### config.mk
export PLATFORM = sky130hd
export DESIGN_NAME = clock_power_manager
export DESIGN_NICKNAME = d
export VERILOG_FILES = /design/src/clock_power_pkg.sv /design/src/lock_timer.sv /design/src/clock_power_manager.sv
export SDC_FILE = /design/constraint.sdc
export NUM_CORES = 2
export LEC_CHECK = 0
export BUFFER_PORTS_ARGS = -buffer_cell sky130_fd_sc_hd__clkbuf_2
export CORE_MARGIN = 1
export CORE_UTILIZATION = 36
export DETAILED_ROUTE_END_ITERATION = 10
export GPL_TIMING_DRIVEN = 0
export PLACE_DENSITY_LB_ADDON = 0.3
export RECOVER_POWER = 50
export SYNTH_ARGS = -nofsm -noshare
export SYNTH_HDL_FRONTEND = slang
export SYNTH_SLANG_ARGS = --single-unit
### constraint.sdc
create_clock -name clk_i -period 165 [get_ports clk_i]
set_clock_uncertainty 0.2 [all_clocks]
set_input_delay 33 -clock clk_i [delete_from_list [all_inputs] [get_ports clk_i]]
set_output_delay 33 -clock clk_i [all_outputs]
set_load 0.005 [all_outputs]
### src/clock_power_pkg.sv
package clock_power_pkg;

   // ************************************************************
   // Timing.
   // ************************************************************
   localparam int CLK_PERIOD_NS = 20;
   localparam int LOCK_TIME_NS = 300000;
   localparam int LOCK_CYC = (LOCK_TIME_NS + CLK_PERIOD_NS - 1) / CLK_PERIOD_NS;
   localparam int REF_KHZ = 12000;

   // ************************************************************
   // Register map.
   // ************************************************************
   localparam int ADDR_W = 8;
   localparam logic [7:0] ADDR_MAIN_CFG = 8'h00;
   localparam logic [7:0] ADDR_USB_CFG = 8'h04;
   localparam logic [7:0] ADDR_GATE = 8'h08;
   localparam logic [7:0] ADDR_MODE = 8'h0c;
   localparam logic [7:0] ADDR_STATUS = 8'h10;
   localparam logic [7:0] ADDR_MAIN_KHZ = 8'h14;
   localparam logic [7:0] ADDR_USB_KHZ = 8'h18;

   localparam int MDIV_LSB = 12;
   localparam int PDIV_LSB = 4;
   localparam int SDIV_LSB = 0;
   localparam logic [31:0] MCFG_RST = 32'h00038021;
   localparam logic [31:0] UCFG_RST = 32'h00038022;
   localparam int PERIPH_N = 16;
   localparam logic [PERIPH_N-1:0] GATE_RST = 16'hffff;

   localparam logic [1:0] MODE_NORMAL = 2'h0;
   localparam logic [1:0] MODE_SLOW = 2'h1;
   localparam logic [1:0] MODE_IDLE = 2'h2;
   localparam logic [1:0] MODE_SLEEP = 2'h3;
   localparam logic [1:0] BOOT_TEST = 2'h3;

   localparam int ST_BOOT_SEL = 0;
   localparam int ST_BOOT_MODE = 2;
   localparam int ST_TEST = 4;
   localparam int ST_CLK = 5;
   localparam int ST_PWR = 8;
   localparam int ST_USB_CFGD = 12;
   localparam int ST_USB_BUSY = 13;

   // ************************************************************
   // Types.
   // ************************************************************
   typedef enum logic [2:0] {
      CS_REF = 3'h1,
      CS_LOCK = 3'h2,
      CS_PLL = 3'h4
   } clk_state_t;

   typedef enum logic [3:0] {
      PM_NORMAL = 4'h1,
      PM_SLOW = 4'h2,
      PM_IDLE = 4'h4,
      PM_SLEEP = 4'h8
   } pwr_state_t;

   typedef struct packed {
      logic cyc;
      logic stb;
      logic we;
      logic [3:0] sel;
      logic [ADDR_W-1:0] adr;
      logic [31:0] dat;
   } wb_req_t;

   typedef struct packed {
      logic ack;
      logic [31:0] dat;
   } wb_rsp_t;

   typedef struct packed {
      logic cpu;
      logic ahb;
      logic apb;
      logic usb;
   } clk_en_t;

   typedef struct packed {
      clk_state_t cst;
      pwr_state_t pst;
      logic booted;
      logic [1:0] boot_sel;
      logic [1:0] boot_mode;
      logic [31:0] mcfg;
      logic [31:0] ucfg;
      logic [PERIPH_N-1:0] gate;
      logic usb_cfgd;
      logic ack;
      logic [31:0] dat;
   } cpm_state_t;

   // Output frequency in kHz of a PLL for a given configuration word.
   function automatic logic [31:0] pll_khz(input logic [31:0] cfg);
      logic [31:0] m;
      logic [31:0] p;
      logic [31:0] s;
      m = {24'h0, cfg[MDIV_LSB +: 8]} + 32'h8;
      p = {26'h0, cfg[PDIV_LSB +: 6]} + 32'h2;
      s = {30'h0, cfg[SDIV_LSB +: 2]};
      return (32'h2 * m * 32'(REF_KHZ)) / (p << s);
   endfunction

endpackage

### src/lock_timer.sv
`timescale 1ns/100ps
`default_nettype none

// ************************************************************
// Lock time counter, reloaded on every start.
// ************************************************************
module lock_timer #(
   parameter int CYCLES = 15000
) (
   input wire logic clk_i,
   input wire logic rst_i,
   input wire logic start_i,
   output logic busy_o,
   output logic done_o
);
   localparam int CW = $clog2(CYCLES + 1);

   logic [CW-1:0] cnt_r;
   logic [CW-1:0] cnt_nxt;

   always_comb begin
      cnt_nxt = cnt_r;
      if (start_i) begin
         cnt_nxt = CW'(CYCLES);
      end else if (cnt_r != '0) begin
         cnt_nxt = cnt_r - 1'b1;
      end
   end

   always_ff @(posedge clk_i) begin
      if (rst_i) begin
         cnt_r <= '0;
      end else begin
         cnt_r <= cnt_nxt;
      end
   end

   assign busy_o = (cnt_r != '0);
   assign done_o = (cnt_r == CW'(1));

endmodule
`default_nettype wire

### src/clock_power_manager.sv
// Local design decisions: the Wishbone register port and the register offsets.
`timescale 1ns/100ps
`default_nettype none

// Operation
// Latch the two boot clock select pins when reset releases, use latch after.
// Latched select picks crystal or external clock per PLL; both PLLs always run; code turns both PLLs off in sleep.
// After reset the raw reference is the system clock until main config written.
// Software must rewrite the main PLL configuration after reset, even unchanged.
// With both boot mode pins high the clock select pins choose a test mode.
// PLL output is 2 times (M+8) times Fin over (P+2) times 2 to the S.
// On PLL reconfiguration stop the CPU clock until the lock time has passed.
// Run source and lock sequencing on reset and on every wakeup from sleep; code relocks only the main PLL, and only after a main config write.
// After reset start the main PLL with defaults while clocking from reference.
// Begin a lock sequence only on a write of a new PLL configuration; code locks on any main config write and on sleep wakeup after a main config write.
// Switch the CPU clock to the main PLL as soon as lock time expires.
// Provide three derived clocks: CPU core, AHB peripherals and APB peripherals.
// A second PLL independently produces the 48 MHz USB clock.
// In normal mode software gates each peripheral clock with its own bit.
// In slow mode bypass the main PLL and clock the CPU from the reference.
// In idle mode gate only the CPU core clock, keep all others running.
// Leave idle mode and restore the CPU clock on any CPU interrupt request.
// On sleep turn the switched supply off; the wakeup logic stays powered.
// Wake from sleep only on the sixteen low external lines or the alarm.
// Count lock time on the reference clock, reload per write, release at expiry.
module clock_power_manager
   import clock_power_pkg::*;
#(
   parameter int LOCK_CYCLES = LOCK_CYC
) (
   input wire logic clk_i,
   input wire logic rst_i,
   input wire wb_req_t wb_req_i,
   output wb_rsp_t wb_rsp_o,
   input wire logic [1:0] boot_clock_select_i,
   input wire logic [1:0] boot_mode_select_i,
   input wire logic irq_i,
   input wire logic [15:0] external_interrupt_line_i,
   input wire logic rtc_alarm_i,
   output clk_en_t clk_en_o,
   output logic [PERIPH_N-1:0] periph_clk_en_o,
   output logic sys_clk_sel_pll_o,
   output logic usb_clk_sel_pll_o,
   output logic main_src_ext_o,
   output logic usb_src_ext_o,
   output logic main_pll_on_o,
   output logic usb_pll_on_o,
   output logic core_power_off_o,
   output logic test_mode_o,
   output logic [1:0] test_sel_o
);

   // ************************************************************
   // State and lock timers.
   // ************************************************************
   cpm_state_t s_r;
   cpm_state_t s_nxt;
   logic [1:0] tstart;
   logic [1:0] tbusy;
   logic [1:0] tdone;
   logic acc;
   logic wr_now;
   logic wake;
   logic locking;
   logic test_mode;

   genvar g;
   generate
      for (g = 0; g < 2; g++) begin : gen_timer
         lock_timer #(
            .CYCLES(LOCK_CYCLES)
         ) u_timer (
            .clk_i(clk_i),
            .rst_i(rst_i),
            .start_i(tstart[g]),
            .busy_o(tbusy[g]),
            .done_o(tdone[g])
         );
      end
   endgenerate

   // Byte-lane merge of a write into an old word.
   function automatic logic [31:0] merge(input logic [31:0] old, input logic [31:0] wd,
                                         input logic [3:0] sel);
      logic [31:0] res;
      res = old;
      for (int i = 0; i < 4; i++) begin
         if (sel[i]) begin
            res[i*8 +: 8] = wd[i*8 +: 8];
         end
      end
      return res;
   endfunction

   assign acc = wb_req_i.cyc & wb_req_i.stb;
   assign wr_now = acc & wb_req_i.we & s_r.ack;
   assign wake = (|external_interrupt_line_i) | rtc_alarm_i;
   assign locking = (s_r.cst == CS_LOCK);
   assign test_mode = s_r.booted & (s_r.boot_mode == BOOT_TEST);

   // ************************************************************
   // Next state.
   // ************************************************************
   always_comb begin
      s_nxt = s_r;
      tstart = 2'b00;
      s_nxt.ack = acc & ~s_r.ack;
      if (acc & ~s_r.ack) begin
         case (wb_req_i.adr)
            ADDR_MAIN_CFG: begin
               s_nxt.dat = s_r.mcfg;
            end
            ADDR_USB_CFG: begin
               s_nxt.dat = s_r.ucfg;
            end
            ADDR_GATE: begin
               s_nxt.dat = 32'(s_r.gate);
            end
            ADDR_MODE: begin
               case (s_r.pst)
                  PM_SLOW: s_nxt.dat = 32'(MODE_SLOW);
                  PM_IDLE: s_nxt.dat = 32'(MODE_IDLE);
                  PM_SLEEP: s_nxt.dat = 32'(MODE_SLEEP);
                  default: s_nxt.dat = 32'(MODE_NORMAL);
               endcase
            end
            ADDR_STATUS: begin
               s_nxt.dat = '0;
               s_nxt.dat[ST_BOOT_SEL +: 2] = s_r.boot_sel;
               s_nxt.dat[ST_BOOT_MODE +: 2] = s_r.boot_mode;
               s_nxt.dat[ST_TEST] = test_mode;
               s_nxt.dat[ST_CLK +: 3] = s_r.cst;
               s_nxt.dat[ST_PWR +: 4] = s_r.pst;
               s_nxt.dat[ST_USB_CFGD] = s_r.usb_cfgd;
               s_nxt.dat[ST_USB_BUSY] = tbusy[1];
            end
            ADDR_MAIN_KHZ: begin
               s_nxt.dat = pll_khz(s_r.mcfg);
            end
            ADDR_USB_KHZ: begin
               s_nxt.dat = pll_khz(s_r.ucfg);
            end
            default: begin
               s_nxt.dat = '0;
            end
         endcase
      end
      if (!s_r.booted) begin
         s_nxt.booted = 1'b1;
         s_nxt.boot_sel = boot_clock_select_i;
         s_nxt.boot_mode = boot_mode_select_i;
      end
      if (wr_now) begin
         case (wb_req_i.adr)
            ADDR_MAIN_CFG: begin
               s_nxt.mcfg = merge(s_r.mcfg, wb_req_i.dat, wb_req_i.sel);
               s_nxt.cst = CS_LOCK;
               tstart[0] = 1'b1;
            end
            ADDR_USB_CFG: begin
               s_nxt.ucfg = merge(s_r.ucfg, wb_req_i.dat, wb_req_i.sel);
               s_nxt.usb_cfgd = 1'b1;
               tstart[1] = 1'b1;
            end
            ADDR_GATE: begin
               s_nxt.gate = PERIPH_N'(merge(32'(s_r.gate), wb_req_i.dat, wb_req_i.sel));
            end
            ADDR_MODE: begin
               if (wb_req_i.sel[0] && (s_r.pst != PM_SLEEP)) begin
                  case (wb_req_i.dat[1:0])
                     MODE_SLOW: s_nxt.pst = PM_SLOW;
                     MODE_IDLE: s_nxt.pst = PM_IDLE;
                     MODE_SLEEP: s_nxt.pst = PM_SLEEP;
                     default: s_nxt.pst = PM_NORMAL;
                  endcase
               end
            end
            default: begin
            end
         endcase
      end
      if (locking && tdone[0] && !tstart[0]) begin
         s_nxt.cst = CS_PLL;
      end
      case (s_r.pst)
         PM_IDLE: begin
            if (irq_i) begin
               s_nxt.pst = PM_NORMAL;
            end
         end
         PM_SLEEP: begin
            if (wake) begin
               s_nxt.pst = PM_NORMAL;
               if (s_r.cst != CS_REF) begin
                  s_nxt.cst = CS_LOCK;
                  tstart[0] = 1'b1;
               end
            end
         end
         PM_NORMAL, PM_SLOW: begin
         end
         default: begin
            s_nxt.pst = PM_NORMAL;
         end
      endcase
   end

   always_ff @(posedge clk_i) begin
      if (rst_i) begin
         s_r.cst <= CS_REF;
         s_r.pst <= PM_NORMAL;
         s_r.booted <= 1'b0;
         s_r.boot_sel <= 2'h0;
         s_r.boot_mode <= 2'h0;
         s_r.mcfg <= MCFG_RST;
         s_r.ucfg <= UCFG_RST;
         s_r.gate <= GATE_RST;
         s_r.usb_cfgd <= 1'b0;
         s_r.ack <= 1'b0;
         s_r.dat <= 32'h0;
      end else begin
         s_r <= s_nxt;
      end
   end

   // ************************************************************
   // Outputs.
   // ************************************************************
   assign wb_rsp_o.ack = s_r.ack;
   assign wb_rsp_o.dat = s_r.dat;


   assign clk_en_o.cpu = ~locking & ((s_r.pst == PM_NORMAL) | (s_r.pst == PM_SLOW));
   assign clk_en_o.ahb = ~locking & (s_r.pst != PM_SLEEP);
   assign clk_en_o.apb = ~locking & (s_r.pst != PM_SLEEP);
   assign clk_en_o.usb = ~tbusy[1] & (s_r.pst != PM_SLEEP);
   assign periph_clk_en_o = s_r.gate & {PERIPH_N{clk_en_o.apb}};
   assign sys_clk_sel_pll_o = (s_r.cst == CS_PLL) & (s_r.pst != PM_SLOW);
   assign usb_clk_sel_pll_o = s_r.usb_cfgd;
   assign main_src_ext_o = ~test_mode & s_r.boot_sel[1];
   assign usb_src_ext_o = ~test_mode & s_r.boot_sel[0];
   assign main_pll_on_o = s_r.booted & (s_r.pst != PM_SLEEP);
   assign usb_pll_on_o = s_r.booted & (s_r.pst != PM_SLEEP);
   assign core_power_off_o = (s_r.pst == PM_SLEEP);
   assign test_mode_o = test_mode;
   assign test_sel_o = test_mode ? s_r.boot_sel : 2'h0;

   logic [31:0] lock_len_r;
   always_ff @(posedge clk_i) begin
      if (rst_i || tstart[0]) begin
         lock_len_r <= 32'h0;
      end else if (locking) begin
         lock_len_r <= lock_len_r + 32'h1;
      end else begin
         lock_len_r <= 32'h0;
      end
   end
endmodule
`default_nettype wire

# [After elaboration in Yosys (flattened, before gate mapping)]
# Cells that the tools add are included.
[op_classes] n_shift=2 magnitude_cmp=0 n_mul=2 n_eq_ne=20 n_mux=24 addsub=6 n_bitwise=19 div=2 reduce_logical=24
[ops] cell="32-bit case mux with 7 select lines" n=1
[ops] cell="32-bit by 32-bit divider with 32-bit output" n=2
[ops] cell="7-bit by 2-bit << shifter with 32-bit output" n=2
[ops] cell="14-bit 2-to-1 mux" n=4
[ops] cell="9-bit by 9-bit multiplier with 18-bit output, second input constant" n=2
[ops] cell="3-bit AND reduction" n=10
[ops] cell="14-bit nonzero test" n=2
[ops] cell="14-bit by 1-bit subtractor with 14-bit output, second input constant" n=2
[ops] cell="8-bit by 5-bit equality test with 1-bit output, second input constant" n=3
[ops] cell="4-bit case mux with 3 select lines" n=2
[ops] cell="8-bit by 4-bit adder with 9-bit output, second input constant" n=2
[ops] cell="16-bit AND" n=1
[ops] cell="8-bit by 4-bit equality test with 1-bit output, second input constant" n=2
[ops] cell="16-bit OR reduction" n=1
[ops] cell="6-bit by 2-bit adder with 7-bit output, second input constant" n=2
[ops] cell="14-bit by 1-bit equality test with 1-bit output, second input constant" n=1
[ops] cell="7-bit 2-to-1 mux" n=2
[ops] cell="1-bit AND" n=12
[ops] cell="3-bit 2-to-1 mux" n=4
[ops] cell="4-bit 2-to-1 mux" n=3
[ops] cell="8-bit by 3-bit equality test with 1-bit output, second input constant" n=1
[ops] cell="8-bit logical NOT" n=1
[ops] cell="2-bit equality test, second input constant" n=3
[ops] cell="2-bit case mux with 3 select lines" n=1
[ops] cell="other kinds (19)" n=33
[totals] latch_bits=0 rom_bits=0 out_inout_bits=63 register_bits=154 n_memories=0 mem_bits_rw=0

# [Depth between registers and ports, before layout]
[logic_depth] depth_word=10 ltp_mapped=528 mapped_depth_nobuf=481

# [Hierarchy]
# A second synthesis with hierarchy kept.
[unflattened] hier_cells=10448 area_unflattened_um2=72753.5
[modules_own_cells] module="clock_power_manager" seq_area_each_um2=2522.4 n_inst=1 cells_per_inst=10270 area_per_inst_um2=71154.5
[modules_own_cells] module="lock_timer" seq_area_each_um2=280.3 n_inst=2 cells_per_inst=89 area_per_inst_um2=799.5

# [Worst setup path before layout]
# OpenSTA, ideal clock, no wires.
[synth_timing] path_kind="register -> register" start="register s_r[65] (netlist bit)" end="register s_r, in the netlist wb_rsp_o[0]" t_arrival_ps=89630 stages_incl_launch_ff=507 n_path_buf=48 slack_ps=75053 setup_ps=117 path_cell_list="dfxtp_1 -> ha_1 -> xor2_1 -> xnor2_1 -> ha_1 -> nand2b_1 -> fa_1 -> fa_1 -> inv_1 -> fa_1 -> inv_1 -> ha_1 -> nand2_1 -> o311ai_1 -> a31oi_1 -> a211oi_1 -> clkbuf_1 -> nor2_1 -> [... 471 more ...] -> nand3_1 -> nor4_4 -> nand2_2 -> buf_1 -> mux2_1 -> ha_1 -> a21o_1 -> a21o_1 -> a21oi_1 -> nor2b_1 -> o21ai_0 -> nand4b_1 -> or4_1 -> a221oi_1 -> nand4_1 -> nor3_1 -> o211ai_1 -> a32o_1"
[synth_between] elab_chain_cells=4
[synth_lines] item="from (decl)" line_no="clock_power_manager.sv:56" rtl="cpm_state_t s_r;"
[synth_lines] item="from (signal assigned)" line_no="clock_power_manager.sv:222" rtl="s_r <= s_nxt;"
[synth_lines] item="8-bit by 4-bit adder with 9-bit output" line_no="clock_power_pkg.sv:101" rtl="m = {24'h0, cfg[MDIV_LSB +: 8]} + 32'h8;"
[synth_lines] item="9-bit by 9-bit multiplier with 18-bit output" line_no="clock_power_pkg.sv:104" rtl="return (32'h2 * m * 32'(REF_KHZ)) / (p << s);"
[synth_lines] item="32-bit by 32-bit divider with 32-bit output" line_no="clock_power_pkg.sv:104"
[synth_lines] item="32-bit case mux with 7 select lines" line_no="clock_power_manager.sv:109" rtl="case (wb_req_i.adr)"
# Every way passes these cells.
# A chain may end at the register's enable or synchronous reset.

# [Final worst setup path]
# Same ends and word-level chain as after synthesis.

==> results_dict.tcl <==
set metrics [dict create \
    maxCapViolCount 0 \
    hp-class "reg2reg" \
    die-area_sq_um 207000 \
    async_flop_share 0 \
    first_pass_iters 10 \
    area_delta_synth_final_pct 6.95 \
    finalSetupViolCount 0 \
    yosysWarnings 0 \
    synth-seq-area-share 0.0417 \
    nNetsFinal 11493 \
    relSlewSlack 0.129 \
    critical_path.top_delay_family "compound AO/OA/AOI/OAI gates" \
    cts_inserted_buffers 17 \
    hold_slack_ns 0.257 \
    wl_per_cell_um 21.0 \
    cts_hold_buf 0 \
    worst_ep_required_time_ns 165.15 \
    end_kind "register" \
    grt_pass1_vias 78156 \
    ant_nets 0 \
    arrival_ns 116.83 \
    multi_input_area_sq_um 67000 \
    cts_sinks 154 \
    core_sq_um 204000 \
    ys_types 195 \
    avgSynthCellArea_sq_um 7.02 \
    pin_count 134 \
    grt-ovfl-total 0 \
    slew_violations 0 \
    fmax_mhz 8.57 \
    rsz0062_at_grt "false" \
    cts_resized 0 \
    clkLatencyLatePin_ns 0.46 \
    nFillCells 21643 \
    drtIter0Drc 7859 \
    die_w_um 455 \
    cpPeakStageDelay_ns 0.80 \
    drive_gt1_frac 0.0985 \
    setup.worst_path.start_class "register" \
    syn_area_sq_um 74000 \
    cts_tree "done" \
    grt_pass1_wl_um 438000 \
    period_needed_ns 116.68 \
    drc 0 \
    path_max_fanout 11 \
    clk_pin_slew_ns 0.07 \
    clk_path_buf_depth 2 \
    tightest_slew_ns 1.31 \
    cpMaxStageDelayCell "nor2_1" \
    wirelength_um 281000 \
    outcome "finished clean" \
    grt_max_degree 33 \
    antenna_found_initial 9 \
    timing.final.crit_share 0.707 \
    vias_per_cell 6.22 \
    gp_routability_congestion 1.00 \
    h-tree-depth 4 \
    cts-root-buf "clkbuf_16" \
    synth-seq-cells 154 \
    postCtsSetupRepairBufs 0 \
    grt_usage 0.259 \
    dominantRegCellSynth "dfxtp_1" \
    dp_hpwl_um 232000 \
    numPortBuffers 130 \
    start_util 0.362 \
    rows 166 \
    die_h_um 455 \
    synth_edf_count 0 \
    hold_viol 0 \
    fin_setup_tns_ns 0 \
    critical_path_class "reg2reg" \
    vias 83471 \
    regArea_sq_um 3080 \
    cp_num_buf_inv 50 \
    syn_inst 10540 \
]
sequential cells by signal, summed over array words and instances (netlist names):
| register | flops |
|---|---|
| gen_timer.u_timer.cnt_r | 28 |
| s_r | 92 |
| wb_rsp_o | 33 |
| usb_clk_sel_pll_o | 1 |
through the flow:
step           cells  utilization  instance area, sq um  setup WS [ns]
2_1_floorplan  10547            -                 74000          75.05
3_5_place_dp   13385        0.385                 78600          50.77
4_1_cts        13417        0.387                 79200          50.28
3_3_place_gp   13365        0.382                 78000          51.51
6_report       13424        0.387                 79100          48.32
5_1_grt        13423        0.387                 79100          38.77
worst register-to-register path, delay by kind of cell (launching register included):
family	cells	cell delay [ns]
buf+inv	50	17.93
simple gates	181	35.49
compound gates	217	45.20
xor+xnor	7	2.20
fa+ha+maj	37	12.67
mux	7	2.25
flops	1	0.62
worst paths after layout:
path / from / end / slack, ns / depth (start not counted)
min reg2reg: s_r[79] / s_r[79] / 0.26 / 2
max reg2reg: s_r[65] / wb_rsp_o[0] / 48.32 / 499
max: s_r[65] / wb_rsp_o[0] / 48.32 / 499
min: s_r[79] / s_r[79] / 0.26 / 2
routing by layer:
metal	GRT usage	up-vias	routed length, um	share of wire
met5	0	-	0	0
met2	0.439	2975	130000	0.46
met4	0.130	0	15200	0.054
li1	-	40100	-	-
met3	0.0175	548	15500	0.055
met1	0.328	39848	120000	0.43
Yosys cell counts, drive strengths merged (88+ instances only):
cell type  count  area, sq um
ha           643         8050
o21a         171         1300
o31ai        119          923
dfxtp        154         3080
inv          398         1490
or3          136          873
nor4         143         1140
nand4        201         1330
or2           88          551
mux2i        163         1680
a211oi       128         1080
nand2b       201         1260
o211ai        96          790
a21o         320         2420
and3         138          900
a21oi        924         4740
nor3         321         1720
clkbuf       180          697
nor2b        132          826
buf          234         1820
nand3        398         2060
nor2        1047         3990
nand2        937         3560
mux2         133         1510
o21ai        588         3010
and2         168         1080
xor2         303         2710
xnor2        565         5060
a31oi        144          947
cell families after synthesis:
kind of cell               synth area share
muxes                                0.0441
DFF                                  0.0417
adders and majority gates             0.126
AOI/OAI and AO/OA                     0.323
xor gates and xnor gates              0.106
and+or+nand+nor                       0.305
other                             0.0000507
buffers and inverters                0.0549
layout make-up:
cell class	count	area share
inverter	399	0.0189
timing repair buffer	151	0.0136
clock inverter	10	0.00134
tap	2688	0.0425
antenna	6	0.000190
sequential	154	0.0390
clock buffer	22	0.00599
buffer	419	0.0320
multi-input combinational	9575	0.847
layout by cell type, fill, tap and decap left out, types with 115 or more instances in the layout:
cell type  count
nor2b_1      132
clkbuf_1     201
nor3_1       299
nand4_1      192
mux2i_1      154
nor2_1      1028
nand3_1      385
nand2_1      920
o21ai_0      493
nor4_1       115
and3_1       124
dfxtp_1      154
xnor2_1      552
o21a_1       163
clkbuf_2     119
mux2_2       116
a21o_1       304
and2_1       133
a31oi_1      138
or3_1        127
a21oi_1      894
inv_1        391
ha_1         643
xor2_1       297
nand2b_1     200
Power is left out: the tool's default activity adds up to more than one toggle a clock period on the data nets, which glitch-free logic cannot reach.
